$ cat src/ecmc_defines.svh
`ifndef ECMC_DEFINES_SVH
`define ECMC_DEFINES_SVH
// register byte addresses on the avalon slave
`define ECMC_OFS_CONTROL 4'h0
`define ECMC_OFS_CAPTURE 4'h4
`define ECMC_OFS_FLAGS 4'h8
`define ECMC_OFS_TIMER 4'hc
// control register fields
`define ECMC_MODE_LSB 0
`define ECMC_MODE_MSB 3
`define ECMC_DUTY_LSB 4
`define ECMC_DUTY_MSB 5
`define ECMC_OCFG_LSB 6
`define ECMC_OCFG_MSB 7
`define ECMC_CONTROL_RESET 8'h00
// flag register fields
`define ECMC_FLAG_EVENT 0
`define ECMC_FLAG_OVF 1
// mode select codes
`define ECMC_M_OFF 4'h0
`define ECMC_M_TOGGLE 4'h2
`define ECMC_M_FALL 4'h4
`define ECMC_M_RISE 4'h5
`define ECMC_M_RISE4 4'h6
`define ECMC_M_RISE16 4'h7
`define ECMC_M_SET 4'h8
`define ECMC_M_CLEAR 4'h9
`define ECMC_M_SOFT 4'ha
`define ECMC_M_SPECIAL 4'hb
// prescale terminal counts
`define ECMC_PRE4_LAST 4'h3
`define ECMC_PRE16_LAST 4'hf
`endif

$ cat src/ecmc_pkg.sv
package ecmc_pkg;
  typedef struct packed {
    logic [1:0] output_config_field;
    logic [1:0] duty_low_bits;
    logic [3:0] unit_mode_select;
  } ecmc_control_s;

  typedef struct packed {
    logic a;
    logic b;
    logic c;
    logic d;
  } ecmc_bridge_s;

  typedef enum logic [1:0] {
    ECMC_CLS_OFF,
    ECMC_CLS_CAPTURE,
    ECMC_CLS_COMPARE,
    ECMC_CLS_PWM
  } ecmc_class_e;
endpackage

$ cat src/ecmc_unit.sv
`timescale 1ns/100ps
`include "ecmc_defines.svh"

module ecmc_unit
(
  // system
  input wire logic clock,
  input wire logic resetn,
  // avalon-mm slave
  input wire logic [3:0] avs_address,
  input wire logic avs_read,
  input wire logic avs_write,
  input wire logic [31:0] avs_writedata,
  output logic [31:0] avs_readdata,
  output logic avs_waitrequest,
  // timer one and converter
  input wire logic [15:0] timer_one_count,
  input wire logic timer_one_overflow,
  input wire logic adc_enabled,
  output logic timer_one_reset,
  output logic adc_start,
  // pwm engine outputs, active-high, dead-time applied outside
  input wire logic pwm_primary,
  input wire logic pwm_complement,
  // unit pin level, as seen at the pad
  input wire logic unit_pin,
  // duty word for the external pwm engine
  output logic [9:0] pwm_duty,
  // bridge outputs and ownership
  output ecmc_pkg::ecmc_bridge_s bridge_out,
  output ecmc_pkg::ecmc_bridge_s bridge_owned,
  output ecmc_pkg::ecmc_class_e unit_class
);
  import ecmc_pkg::*;

  ecmc_control_s ctl_q;
  logic [15:0] cap_q;
  logic flag_q;
  logic ovf_q;
  logic sync1_q;
  logic sync2_q;
  logic last_q;
  logic [3:0] pre_q;
  logic cmp_q;
  logic seen_match_q;
  logic ack_q;
  logic [31:0] rdata_q;
  logic [3:0] mode;
  logic is_capture;
  logic is_compare;
  logic is_pwm;
  logic rise;
  logic fall;
  logic cap_strobe;
  logic match;
  logic match_event;
  logic wr_ctl;
  logic wr_cap;
  logic wr_flags;
  logic sel_rd;
  logic pre_last;

  assign mode = ctl_q.unit_mode_select;
  assign is_pwm = (mode[3:2] == 2'b11);
  assign is_capture = (mode[3:2] == 2'b01);
  assign is_compare = (mode == `ECMC_M_TOGGLE) || (mode[3:2] == 2'b10);
  assign unit_class = is_pwm ? ECMC_CLS_PWM :
                      is_capture ? ECMC_CLS_CAPTURE :
                      is_compare ? ECMC_CLS_COMPARE : ECMC_CLS_OFF;

  // bus: one wait cycle, then a single acked cycle
  assign sel_rd = avs_read && !ack_q;
  assign avs_waitrequest = (avs_read || avs_write) && !ack_q;
  assign wr_ctl = avs_write && ack_q && avs_address == `ECMC_OFS_CONTROL;
  assign wr_cap = avs_write && ack_q && avs_address == `ECMC_OFS_CAPTURE;
  assign wr_flags = avs_write && ack_q && avs_address == `ECMC_OFS_FLAGS;

  always_ff @(posedge clock or negedge resetn)
  begin
    if (!resetn)
      ack_q <= 1'b0;
    else
      ack_q <= (avs_read || avs_write) && !ack_q;
  end

  always_ff @(posedge clock or negedge resetn)
  begin
    if (!resetn)
      rdata_q <= 32'h0;
    else if (sel_rd)
    begin
      unique case (avs_address)
        `ECMC_OFS_CONTROL: rdata_q <= {24'h0, ctl_q};
        `ECMC_OFS_CAPTURE: rdata_q <= {16'h0, cap_q};
        `ECMC_OFS_FLAGS: rdata_q <= {30'h0, ovf_q, flag_q};
        `ECMC_OFS_TIMER: rdata_q <= {16'h0, timer_one_count};
        default: rdata_q <= 32'h0;
      endcase
    end
  end
  assign avs_readdata = rdata_q;

  always_ff @(posedge clock or negedge resetn)
  begin
    if (!resetn)
      ctl_q <= `ECMC_CONTROL_RESET;
    else if (wr_ctl)
      ctl_q <= avs_writedata[7:0];
  end

  // pin synchroniser; pad level is read whatever the pin direction
  always_ff @(posedge clock or negedge resetn)
  begin
    if (!resetn)
    begin
      sync1_q <= 1'b0;
      sync2_q <= 1'b0;
      last_q <= 1'b0;
    end
    else
    begin
      sync1_q <= unit_pin;
      sync2_q <= sync1_q;
      last_q <= sync2_q;
    end
  end
  assign rise = sync2_q && !last_q;
  assign fall = !sync2_q && last_q;

  assign pre_last = (mode == `ECMC_M_RISE4) ? (pre_q == `ECMC_PRE4_LAST) :
                    (pre_q == `ECMC_PRE16_LAST);

  // prescaler keeps its count across a prescale change: false events possible
  always_ff @(posedge clock or negedge resetn)
  begin
    if (!resetn)
      pre_q <= 4'h0;
    else if (!is_capture)
      pre_q <= 4'h0;
    else if (rise && mode[1])
      pre_q <= pre_last ? 4'h0 : pre_q + 4'h1;
  end

  always_comb
  begin
    cap_strobe = 1'b0;
    unique case (mode)
      `ECMC_M_FALL: cap_strobe = fall;
      `ECMC_M_RISE: cap_strobe = rise;
      `ECMC_M_RISE4, `ECMC_M_RISE16: cap_strobe = rise && pre_last;
      default: cap_strobe = 1'b0;
    endcase
  end

  // capture register doubles as compare value and pwm duty high byte
  always_ff @(posedge clock or negedge resetn)
  begin
    if (!resetn)
      cap_q <= 16'h0;
    else if (cap_strobe)
      cap_q <= timer_one_count;
    else if (wr_cap)
      cap_q <= avs_writedata[15:0];
  end

  assign match = is_compare && (timer_one_count == cap_q);
  // one event per match episode
  assign match_event = match && !seen_match_q;

  always_ff @(posedge clock or negedge resetn)
  begin
    if (!resetn)
      seen_match_q <= 1'b0;
    else
      seen_match_q <= match;
  end

  // set wins over a software clear in the same cycle
  always_ff @(posedge clock or negedge resetn)
  begin
    if (!resetn)
      flag_q <= 1'b0;
    else if (cap_strobe || match_event)
      flag_q <= 1'b1;
    else if (wr_flags && avs_writedata[`ECMC_FLAG_EVENT])
      flag_q <= 1'b0;
  end

  // overflow flag comes only from timer one overflow, never the trigger
  always_ff @(posedge clock or negedge resetn)
  begin
    if (!resetn)
      ovf_q <= 1'b0;
    else if (timer_one_overflow)
      ovf_q <= 1'b1;
    else if (wr_flags && avs_writedata[`ECMC_FLAG_OVF])
      ovf_q <= 1'b0;
  end

  always_ff @(posedge clock or negedge resetn)
  begin
    if (!resetn)
      cmp_q <= 1'b0;
    else if (mode == `ECMC_M_OFF)
      cmp_q <= 1'b0;
    else if (match_event)
    begin
      unique case (mode)
        `ECMC_M_TOGGLE: cmp_q <= !cmp_q;
        `ECMC_M_SET: cmp_q <= 1'b1;
        `ECMC_M_CLEAR: cmp_q <= 1'b0;
        default: cmp_q <= cmp_q;
      endcase
    end
  end

  // timer reset is sampled at the next edge only if match still holds
  assign timer_one_reset = match && mode == `ECMC_M_SPECIAL;
  assign adc_start = match_event && mode == `ECMC_M_SPECIAL && adc_enabled;

  always_comb
  begin
    logic inv_ac;
    logic inv_bd;
    inv_ac = ctl_q.unit_mode_select[1];
    inv_bd = ctl_q.unit_mode_select[0];
    bridge_out = '0;
    bridge_owned = '0;
    if (!is_pwm)
    begin
      bridge_out.a = cmp_q;
      bridge_owned.a = is_compare && mode != `ECMC_M_SOFT &&
                       mode != `ECMC_M_SPECIAL;
    end
    else
    begin
      unique case (ctl_q.output_config_field)
        2'b00:
        begin
          bridge_out.a = pwm_primary ^ inv_ac;
          bridge_owned.a = 1'b1;
        end
        2'b01:
        begin
          bridge_out = {1'b1 ^ inv_ac, inv_bd, inv_ac,
                        pwm_primary ^ inv_bd};
          bridge_owned = 4'hf;
        end
        2'b10:
        begin
          bridge_out.a = pwm_primary ^ inv_ac;
          bridge_out.b = pwm_complement ^ inv_bd;
          bridge_owned = 4'hc;
        end
        2'b11:
        begin
          bridge_out = {inv_ac, pwm_primary ^ inv_bd,
                        1'b1 ^ inv_ac, inv_bd};
          bridge_owned = 4'hf;
        end
      endcase
    end
  end

  // capture low byte doubles as the duty high bits in pwm mode
  assign pwm_duty = {cap_q[7:0], ctl_q.duty_low_bits};

  chk_off_clears: assert property (@(posedge clock)
    disable iff (!resetn)
    ctl_q == 8'h00 |=> !cmp_q && pre_q == 4'h0)
    else $error("off mode left compare latch or prescaler set");
  chk_capture_copy: assert property (@(posedge clock)
    disable iff (!resetn)
    cap_strobe |=> cap_q == $past(timer_one_count) && flag_q)
    else $error("capture did not copy timer");
  chk_flag_sticky: assert property (@(posedge clock)
    disable iff (!resetn)
    flag_q && !wr_flags |=> flag_q)
    else $error("event flag cleared by hardware");
  chk_rise_capture: assert property (@(posedge clock)
    disable iff (!resetn)
    mode == `ECMC_M_RISE && sync2_q && !last_q |-> cap_strobe)
    else $error("rising edge missed");
  chk_prescale_four: assert property (@(posedge clock)
    disable iff (!resetn)
    mode == `ECMC_M_RISE4 && cap_strobe |-> $past(pre_q) <= 4'h3)
    else $error("prescale four out of range");
  chk_prescale_clear: assert property (@(posedge clock)
    disable iff (!resetn)
    !is_capture |=> pre_q == 4'h0)
    else $error("prescaler not cleared");
  chk_toggle_match: assert property (@(posedge clock)
    disable iff (!resetn)
    match_event && mode == `ECMC_M_TOGGLE && !wr_ctl
    |=> cmp_q != $past(cmp_q) && flag_q)
    else $error("toggle on match failed");
  chk_set_match: assert property (@(posedge clock)
    disable iff (!resetn)
    match_event && mode == `ECMC_M_SET && !wr_ctl |=> cmp_q)
    else $error("set on match failed");
  chk_soft_pin: assert property (@(posedge clock)
    disable iff (!resetn)
    mode == `ECMC_M_SOFT |-> !bridge_owned.a)
    else $error("soft interrupt mode drives pin");
  chk_special_adc: assert property (@(posedge clock)
    disable iff (!resetn)
    adc_start |-> adc_enabled && timer_one_reset)
    else $error("converter started wrongly");
  chk_single_a: assert property (@(posedge clock)
    disable iff (!resetn)
    is_pwm && ctl_q.output_config_field == 2'b00
    |-> bridge_owned == 4'h8)
    else $error("single output owns extra pins");
  chk_reverse_bridge: assert property (@(posedge clock)
    disable iff (!resetn)
    is_pwm && ctl_q.output_config_field == 2'b11 && mode[1:0] == 2'b00
    |-> bridge_out.c && !bridge_out.a && !bridge_out.d)
    else $error("reverse bridge levels wrong");
  chk_clear_match: assert property (@(posedge clock)
    disable iff (!resetn)
    match_event && mode == `ECMC_M_CLEAR |=> !cmp_q)
    else $error("clear on match failed");
  chk_fall_capture: assert property (@(posedge clock)
    disable iff (!resetn)
    mode == `ECMC_M_FALL |-> cap_strobe == (!sync2_q && last_q))
    else $error("falling edge capture wrong");
  chk_strobe_single: assert property (@(posedge clock)
    disable iff (!resetn)
    cap_strobe && !wr_ctl |=> !cap_strobe)
    else $error("capture strobe longer than one cycle");
  chk_ovf_source: assert property (@(posedge clock)
    disable iff (!resetn)
    !ovf_q && !timer_one_overflow |=> !ovf_q)
    else $error("overflow flag set without timer overflow");
  chk_forward_bridge: assert property (@(posedge clock)
    disable iff (!resetn)
    is_pwm && ctl_q.output_config_field == 2'b01 && mode[1:0] == 2'b00
    |-> bridge_out == {3'b100, pwm_primary})
    else $error("forward bridge levels wrong");
  chk_half_pair: assert property (@(posedge clock)
    disable iff (!resetn)
    is_pwm && ctl_q.output_config_field == 2'b10 |-> bridge_owned == 4'hc)
    else $error("half bridge owns wrong pins");
  chk_plain_pins: assert property (@(posedge clock)
    disable iff (!resetn)
    !is_pwm |-> !bridge_owned.b && !bridge_owned.c && !bridge_owned.d)
    else $error("non-pwm mode owns port pins");
endmodule

$ cat config.mk
export PLATFORM = sky130hd
export DESIGN_NAME = ecmc_unit
export DESIGN_NICKNAME = d
export VERILOG_FILES = /design/src/ecmc_pkg.sv /design/src/ecmc_unit.sv
export VERILOG_INCLUDE_DIRS = /design/src
export SDC_FILE = /design/constraint.sdc
export NUM_CORES = 1
export LEC_CHECK = 0
export BUFFER_PORTS_ARGS = -buffer_cell sky130_fd_sc_hd__buf_4
export CORE_ASPECT_RATIO = 1.75
export CORE_MARGIN = 2
export CORE_UTILIZATION = 43
export DETAILED_ROUTE_END_ITERATION = 8
export PLACE_DENSITY = 0.72
export SYNTH_ARGS = -nofsm -noshare
export SYNTH_HDL_FRONTEND = slang
export SYNTH_SLANG_ARGS = --single-unit
$ cat constraint.sdc
create_clock -name clock -period 2.7 [get_ports clock]
set_clock_uncertainty 0.2 [all_clocks]
set_input_delay 0.81 -clock clock [delete_from_list [all_inputs] [get_ports clock]]
set_output_delay 0.81 -clock clock [all_outputs]
set_load 0.02 [all_outputs]
==> metrics.csv, run 1 <==
stage,metric,value,unit
logic_synthesis,synth_warnings,0,
setup_path,crit_start,timer_one_count[5],
clock_network,cts_tree,built,
floorplan,rows,41,
drt,wl_per_cell,17.0,µm
logic_synthesis,synthCells,296,
clock_network,clk_pin_slew_worst_paths,70,ps
run_status,status,"finished, violations left",
finish,design_area,4280,µm²
sta,period_share,116,%
finish,fill_cells,610,
setup_path,cpMaxStageDelayCell,nor4_2,
drt,first_pass_iters,4,
finish,nNetsFinal,463,
logic_synthesis,synth_flop_cell,dfrtp_1,
global_routing,antenna_found_initial,0,
logic_synthesis,synth-seq-cells,52,
drt,routed_wirelength,8290,µm
worst_hold_path,min_from,sync1_q,
setup_path,reg2reg_to,cmp_q,
drt,drc,0,
global_routing,grt_pass1_vias,2654,
finish,layout_commonest_cell,buf_4,
floorplan,start_util,44.0,%
clock_network,clock_latency,290,ps
floorplan,die-area,8010,µm²
sta,relSlewSlack,53.8,%
worst_hold_path,hp-class,reg -> reg,
worst_hold_path,worstHoldPathCells,0,
power_and_ir_drop,leakagePower,2.05,nW
clock_network,root_buffer,clkbuf_16,
drt,ant_nets,0,
setup_path,worst_setup_path_end_kind,output pin,
setup_path,r2r_start,cap_q[7],
sta,final.min_clock_period,3120,ps
finish,drive_above_1_share,48.0,%
drt,drt_iter0_drc,202,
logic_synthesis,synth_cell_types,49,
clock_network,cts_sinks,52,
logic_synthesis,synth-edff-count,0,
drt,num_vias,2529,
sta,setup_viol,2,
setup_path,crit_type,in -> out,
floorplan,die_y,117,µm
finish,utilization,60.0,%
clock_network,clk_path_buf_depth,2,
sta,maxSlewViolCount,0,
drt,vias_per_cell,5.18,
worst_hold_path,hold_end,sync2_q,
finish,area_delta_synth_final,36.6,%
setup_path,cp-start-kind,input pin,
floorplan,num_io_pins,116,
global_routing,grt_pass1_wl,13000,µm
power_and_ir_drop,total_power,3.23,mW
logic_synthesis,syn-mean-instance-area,10.6,µm²
sta,maxClockFrequency,320,MHz
placement,post-place-ws,-570,ps
clock_network,ctsHoldBuffers,0,
finish,n_antenna_cell,0,
setup_path,worstPathCellList,"buf_4, xor2_2, nor4_2, nand3_2, nor3_4, and3_4, buf_6",
global_routing,gr-usage-all-layers,21.9,%
power_and_ir_drop,ir_drop,0.566,mV
clock_network,cts_made_buffers,5,
placement,port_buffers,83,
run_status,violations,setup timing,
setup_path,cp.arrival,2110,ps
logic_synthesis,async_flop_share,100,%
sta,fin_ws,-423,ps
floorplan,fp.coreArea,7130,µm²
placement,place.gp.congestion,0.894,
clock_network,htree_num_levels,2,
setup_path,regToRegSetupSlack,170,ps
setup_path,cpPeakStageDelay,310,ps
global_routing,overflow,0,
floorplan,fp.dieW,68.5,µm
sta,finalHoldViolCount,0,
sta,rsz0062_at_grt,yes,
setup_path,reg2reg_depth,8,
job,cap_violations,0,
logic_synthesis,ys_seq_area_share,41.5,%
sta,worstMarginPinSlew,692,ps
placement,dpl-instance-area,3930,µm²
logic_synthesis,syn-cell-area,3130,µm²
sta,fin_setup_tns,-846,ps
finish,final_cell_mix,"buf_4 (114), dfrtp_1 (51), mux2_2 (29), nand2_1 (26), o21ai_0 (20)",
setup_path,required,1690,ps
global_routing,grt_start_max_net_pins,53,
placement,hpwl,6030,µm
setup_path,crit_fanout,2,
power_and_ir_drop,powerDensity,754,nW/µm²
[through the flow]
stage               hold slack (ps)  instances
floorplan                       131        311
global placement                139        471
detailed placement              136        471
CTS                             152        484
global route                    159        488
finish                          149        488
[per-layer routing]
metal	vias up	routed length, µm	GRT usage (%)	part of all wire [%]
met5	-	0	0	0
met4	0	248	10.5	3.0
met3	16	363	3.35	4.4
met2	80	4690	39.4	57
met1	1231	2990	24.1	36
li1	1202	-	-	-
[sequential cells by signal (all words and copies together) (netlist names)]
register,flops
avs_readdata,16
pwm_duty,2
seen_match_q,1
ovf_q,1
mode,4
pre_q,4
cmp_q,1
sync2_q,1
last_q,1
flag_q,1
sync1_q,1
ctl_q,2
ack_q,1
cap_q,16
[critical path, delay by kind of cell]
family | cells | cell delay [ps]
and+or+nand+nor | 4 | 920
xor gates and xnor gates | 1 | 140
buffers and inverters | 2 | 230
[Yosys cell counts (2+ instances only)]
library cell   n  area [µm²]
nand2b_1       2        12.5
a31oi_1        2        12.5
xnor2_1        4        35.0
a21oi_1        4        20.0
nand3_1        6        30.0
mux4_2         2        45.0
a22o_1         8        70.1
clkbuf_1      10        37.5
buf_4         27         203
or3_1          4        25.0
a21o_1         2        15.0
nor4_1         4        25.0
o21ai_0       20         100
buf_2          3        15.0
mux2_4         9         135
dfrtp_1       52        1300
xor2_1        15         131
nor3_1         4        20.0
and2_1         2        12.5
nor2_1        11        41.3
nand2_1       26        97.6
and3_1         2        12.5
mux2_2        29         327
inv_1          6        22.5
mux2i_1       16         160
nor3_2         2        20.0
buf_1          2        7.51
[worst max path at each step]
stage / slack, ps / endpoint
2_1_floorplan: -180 / adc_start
3_3_place_gp: -560 / adc_start
3_5_place_dp: -570 / adc_start
4_1_cts: -440 / adc_start
5_1_grt: -530 / adc_start
6_report: -420 / adc_start
[layout make-up]
| type | instances | area [µm²] | share of cell area [%] |
|---|---|---|---|
| Timing Repair Buffer | 126 | 1010 | 23.6 |
| Sequential cell | 52 | 1300 | 30.4 |
| Inverter | 6 | 22.5 | 0.526 |
| Tap cell | 86 | 108 | 2.51 |
| Clock buffer | 8 | 146 | 3.42 |
| Multi-Input combinational cell | 210 | 1690 | 39.5 |
[cell families (layout without fill, tap and decap cells)]
logic type / count (synthesis) / after routing / share of synthesized area (%)
buf+inv: 49 / 140 / 9.58
simple gates: 72 / 72 / 11.7
xor+xnor: 19 / 19 / 5.31
other cells: 1 / 16 / 0.120
fa+ha+maj: 1 / 1 / 0.399
compound gates: 46 / 46 / 10.1
mux: 56 / 56 / 21.3
flops: 52 / 52 / 41.5
[timing repair]
item | CTS | global route
buffers inserted | 5 | 4
setup endpoints to repair | 2 | 4
pin swaps | 10 | 10
gates resized for setup | 15 | 12
[power breakdown]
group / internal, mW / switching (mW)
clock network: 0.371 / 0.278
registers: 0.971 / 0.198
logic: 0.751 / 0.657
total: 2.09 / 1.13
Note: power is estimated with default switching activity, not from simulation.
==> run 2: changes to the inputs <==
CORE_ASPECT_RATIO = default   (was 1.75)
==> run 2 against run 1 <==
Net effect: the run still ends with setup timing left; non-clock buffer count fell by 2; combinational power barely moved; register-to-register slack improved by 180 ps; cell count rose by 2.3%; sequential power barely moved.
==> metrics.csv, run 2 (synthesis gave the netlist of run 1 again) <==
stage,metric,value,unit,change
global_routing,grt_start_max_net_pins,53,,unchanged
drt,ant_nets,0,,unchanged
run_status,violations,setup timing,,
setup_path,crit_fanout,2,,unchanged
sta,final.min_clock_period,3100,ps,-27.1 ps
clock_network,clk_pin_slew_worst_paths,100,ps,+30 ps
sta,maxSlewViolCount,0,,unchanged
worst_hold_path,min_from,sync1_q,,
power_and_ir_drop,total_power,3.15,mW,-2.5%
drt,routed_wirelength,8060,µm,-2.8%
setup_path,worst_setup_path_end_kind,output pin,,
drt,drc,0,,unchanged
power_and_ir_drop,powerDensity,742,nW/µm²,-1.5%
setup_path,cpMaxStageDelayCell,nor4_2,,
sta,worstMarginPinSlew,662,ps,-29.9 ps
clock_network,root_buffer,clkbuf_8,,
finish,drive_above_1_share,47.8,%,-0.26 points
floorplan,rows,31,,-24%
placement,place.gp.congestion,0.736,,-18%
job,cap_violations,0,,unchanged
setup_path,regToRegSetupSlack,350,ps,+180 ps
setup_path,r2r_start,mode[0],,
finish,fill_cells,624,,+2.3%
clock_network,htree_num_levels,2,,unchanged
sta,whs,159,ps,+9.89 ps
floorplan,num_io_pins,116,,unchanged
drt,wl_per_cell,16.2,µm,-4.9%
setup_path,cp-start-kind,input pin,,
setup_path,cp.arrival,2090,ps,-20 ps
run_status,status,"finished, violations left",,
drt,first_pass_iters,4,,unchanged
sta,relSlewSlack,55.8,%,+2.0 points
power_and_ir_drop,leakagePower,2.02,nW,-1.6%
global_routing,gr-usage-all-layers,20.9,%,-0.95 points
setup_path,cpPeakStageDelay,320,ps,about the same
floorplan,die_y,89.4,µm,-24%
setup_path,worstPathCellList,"buf_6, xor2_2, nor4_2, nand3_2, nor3_2, and3_4, buf_6",,
finish,final_cell_mix,"buf_4 (114), dfrtp_1 (52), mux2_2 (29), nand2_1 (26), o21ai_0 (20)",,
placement,port_buffers,83,,unchanged
setup_path,crit_type,in -> out,,
global_routing,antenna_found_initial,0,,unchanged
finish,nNetsFinal,461,,-0.43%
worst_hold_path,hp-class,reg -> reg,,
global_routing,overflow,0,,unchanged
setup_path,required,1690,ps,about the same
clock_network,ctsHoldBuffers,0,,unchanged
global_routing,grt_pass1_wl,12800,µm,-1.4%
worst_hold_path,worstHoldPathCells,0,,unchanged
sta,setup_viol,2,,unchanged
sta,maxClockFrequency,323,MHz,+0.88%
worst_hold_path,hold_end,sync2_q,,
floorplan,fp.dieW,89.4,µm,+30%
finish,area_delta_synth_final,35.2,%,
clock_network,cts_sinks,52,,unchanged
placement,hpwl,5800,µm,-3.8%
drt,vias_per_cell,5.09,,-1.8%
global_routing,grt_pass1_vias,2599,,-2.1%
clock_network,clk_path_buf_depth,2,,unchanged
setup_path,critPathMostFrequentCell,buf_6,,
sta,period_share,115,%,-1.0 points
finish,layout_commonest_cell,buf_4,,
clock_network,cts_tree,built,,
power_and_ir_drop,ir_drop,0.407,mV,-28%
floorplan,start_util,43.9,%,about the same
sta,fin_ws,-396,ps,+27.1 ps
clock_network,clock_latency,310,ps,+20 ps
sta,finalHoldViolCount,0,,unchanged
drt,num_vias,2539,,+0.40%
sta,rsz0062_at_grt,yes,,
setup_path,reg2reg_depth,7,,-1
placement,post-place-ws,-586,ps,-16.0 ps
floorplan,die-area,7990,µm²,-0.33%
finish,n_antenna_cell,0,,unchanged
setup_path,reg2reg_to,cap_q[5],,
clock_network,cts_made_buffers,5,,unchanged
drt,drt_iter0_drc,126,,-38%
floorplan,fp.coreArea,7140,µm²,about the same
## run 2: cell types whose count changed in the layout (fill, tap and decap cells not counted), sizes merged
| cell | before | now |
|---|---|---|
| buf | 126 | 124 |
| bufinv | 0 | 1 |
| clkbuf | 8 | 5 |
| clkinv | 0 | 1 |
| clkinvlp | 0 | 1 |
## run 2: what timing repair did
item / 4_1_cts / 5_1_grt
setup endpoints to repair: 2 / 2
buffers inserted: 1 / 2
pin swaps: 4 / 8
resized for setup: 11 / 14
## run 2: metrics by stage
step / util, % / setup TNS (ps) / std cells / area, µm²
floorplan: - / -194 / 311 / 3200
detailed placement: 55.6 / -1140 / 488 / 3970
finish: 59.4 / -770 / 499 / 4240
global route: 59.4 / -986 / 499 / 4240
global placement: 55.6 / -1050 / 488 / 3970
CTS: 57.9 / -823 / 497 / 4140
## run 2: final cells by class
class | instances | area (µm²) | area share [%]
flip-flops and latches | 52 | 1300 | 30.7
clock inverters | 3 | 42.5 | 1.00
multi-input cells | 210 | 1700 | 40.0
repair buffers | 124 | 981 | 23.2
clock buffers | 5 | 68.8 | 1.62
inverters | 6 | 22.5 | 0.532
well taps | 99 | 124 | 2.92
## run 2: worst max-delay path by stage
stage                              startpoint        end  slack [ps]
after floorplan            timer_one_count[3]  adc_start        -180
after global placement    timer_one_count[12]  adc_start        -540
after detailed placement  timer_one_count[14]  adc_start        -590
after CTS                 timer_one_count[15]  adc_start        -430
after global routing      timer_one_count[15]  adc_start        -510
final                     timer_one_count[15]  adc_start        -400
## run 2: routing by layer
metal	up-vias	routed length (µm)	track usage, %
li1	1209	-	-
met1	1249	3660	28.4
met2	73	3960	35.4
met3	8	370	3.05
met4	0	73	4.75
met5	-	0	0
## run 2: power by group
group | internal [mW] | switching [mW] | leakage (nW) | total (mW)
combinational | 0.762 | 0.679 | 1.30 | 1.44
clock | 0.275 | 0.276 | 0.0541 | 0.551
sequential | 0.968 | 0.185 | 0.661 | 1.15
total | 2.01 | 1.14 | 2.02 | 3.15
## run 2: worst max-delay path, delay by kind of cell
| kind | cells | cell delay (ps) |
|---|---|---|
| buffers and inverters | 2 | 210 |
| AND/OR/NAND/NOR | 4 | 900 |
| XOR/XNOR | 1 | 160 |
==> run 3: changes to the inputs <==
PLACE_DENSITY = 0.84   (was 0.72)
==> run 3 against run 2 <==
Net effect: the run still ends with setup timing left; largest cell class unchanged; via count increased by 2.4%; cell count is 0.40% lower; critical path type unchanged; highest routed layer unchanged; sequential cell count is the same; hold slack worse by 12 ps.
==> metrics.csv, run 3 (synthesis gave the netlist of run 1 again) <==
stage,metric,value,unit,change
sta,finalHoldViolCount,0,,unchanged
setup_path,cpMaxStageDelayCell,nor4_2,,
sta,fin_ws,-445,ps,-48.9 ps
finish,nNetsFinal,459,,-0.43%
setup_path,crit_fanout,2,,unchanged
finish,drive_above_1_share,47.5,%,-0.26 points
power_and_ir_drop,powerDensity,749,nW/µm²,+0.85%
drt,first_pass_iters,4,,unchanged
power_and_ir_drop,leakagePower,2.02,nW,+0.23%
drt,vias_per_cell,5.23,,+2.8%
sta,maxSlewViolCount,0,,unchanged
floorplan,start_util,43.9,%,unchanged
drt,drc,0,,unchanged
power_and_ir_drop,total_power,3.17,mW,+0.67%
setup_path,cpPeakStageDelay,330,ps,about the same
setup_path,worstPathCellList,"buf_8, xor2_1, nor4_2, nand3_2, nor3_2, and3_4, buf_6",,
global_routing,grt_start_max_net_pins,53,,unchanged
clock_network,root_buffer,clkbuf_8,,
sta,setup_viol,2,,unchanged
setup_path,crit_type,in -> out,,
clock_network,htree_num_levels,2,,unchanged
placement,port_buffers,83,,unchanged
drt,ant_nets,0,,unchanged
floorplan,die-area,7990,µm²,unchanged
clock_network,cts_made_buffers,5,,unchanged
sta,relSlewSlack,54.9,%,-0.96 points
clock_network,clk_path_buf_depth,2,,unchanged
global_routing,overflow,0,,unchanged
finish,area_delta_synth_final,34.9,%,
sta,maxClockFrequency,318,MHz,-1.6%
placement,place.gp.congestion,0.786,,+6.8%
finish,multi_input_area,1680,µm²,-1.2%
setup_path,worst_setup_path_end_kind,output pin,,
job,cap_violations,0,,unchanged
drt,drt_iter0_drc,109,,-13%
finish,fill_cells,616,,-1.3%
setup_path,required,1690,ps,about the same
floorplan,die_y,89.4,µm,unchanged
global_routing,antenna_found_initial,0,,unchanged
clock_network,ctsHoldBuffers,0,,unchanged
run_status,status,"finished, violations left",,
global_routing,gr-usage-all-layers,21.4,%,+0.54 points
finish,final_cell_mix,"buf_4 (112), dfrtp_1 (52), mux2_2 (29), nand2_1 (26), o21ai_0 (20)",,
sta,rsz0062_at_grt,yes,,
setup_path,path_delay_family,simple AND/OR/NAND/NOR gates,,
setup_path,cp-start-kind,input pin,,
clock_network,cts_sinks,52,,unchanged
finish,utilization,59.3,%,-0.11 points
floorplan,fp.coreArea,7140,µm²,unchanged
global_routing,grt_pass1_wl,13000,µm,+1.7%
drt,num_vias,2600,,+2.4%
finish,n_antenna_cell,0,,unchanged
floorplan,num_io_pins,116,,unchanged
power_and_ir_drop,ir_drop,0.395,mV,-2.9%
floorplan,rows,31,,unchanged
clock_network,clk_pin_slew_worst_paths,100,ps,about the same
finish,layout_commonest_cell,buf_4,,
global_routing,grt_pass1_vias,2640,,+1.6%
setup_path,cp.arrival,2140,ps,+50 ps
clock_network,cts_tree,built,,
sta,period_share,116,%,+1.8 points
placement,post-place-ws,-510,ps,+76.0 ps
worst_hold_path,hp-class,reg -> reg,,
drt,routed_wirelength,8110,µm,+0.55%
sta,worstMarginPinSlew,677,ps,+14.3 ps
setup_path,crit_buf_inv,2,,unchanged
finish,ff_latch_area,1300,µm²,unchanged
placement,dp.cells,484,,-0.82%
placement,dpl-instance-area,3950,µm²,-0.44%
clock_network,clock_latency,310,ps,about the same
run_status,violations,setup timing,,
finish,design_area,4230,µm²,-0.18%
placement,hpwl,5950,µm,+2.6%
sta,final.min_clock_period,3150,ps,+48.9 ps
drt,wl_per_cell,16.3,µm,+0.95%
sta,fin_setup_tns,-861,ps,-91.3 ps
finish,layout.cells.non_filler,497,,-0.40%
sta,whs,147,ps,-12.3 ps
floorplan,fp.dieW,89.4,µm,unchanged
[run 3: cell types whose count changed in the layout (fill, tap and decap cells not counted), sizes merged]
cell / previous run / this run
buf: 124 / 122
clkinv: 1 / 0
clkinvlp: 1 / 0
clkbuf: 5 / 7
[run 3: final cells by class]
class,instances,area share (%)
well taps,99,2.93
repair buffers,122,23.1
clock buffers,7,2.28
clock inverters,1,0.710
multi-input cells,210,39.6
inverters,6,0.533
flip-flops and latches,52,30.8
[run 3: worst paths after layout]
check	startpoint	cells past startpoint	slack, ps	endpoint
setup / recovery	timer_one_count[15]	7	-450	adc_start
hold / removal	sync1_q	0	150	sync2_q
setup reg to reg	mode[3]	6	320	cap_q[5]
hold reg to reg	sync1_q	0	150	sync2_q
max in group asynchronous	resetn	1	1510	cmp_q
min in group asynchronous	resetn	1	320	pre_q[1]
[run 3: power breakdown]
| group | internal (mW) | switching (mW) | total (mW) |
|---|---|---|---|
| sequential | 0.969 | 0.178 | 1.15 |
| combinational | 0.754 | 0.672 | 1.43 |
| clock | 0.327 | 0.266 | 0.594 |
| total | 2.05 | 1.12 | 3.17 |
[run 3: what timing repair did]
action	in CTS	in global routing
pin swaps	12	5
setup buffers	5	0
resized for setup	21	2
endpoints found under the setup margin	2	2
[run 3: metal layers]
| metal | vias up | wire length, µm | track usage [%] |
|---|---|---|---|
| li1 | 1201 | - | - |
| met4 | 0 | 144 | 7.06 |
| met3 | 11 | 459 | 3.97 |
| met2 | 93 | 4110 | 36.7 |
| met5 | - | 0 | 0 |
| met1 | 1295 | 3390 | 27.4 |
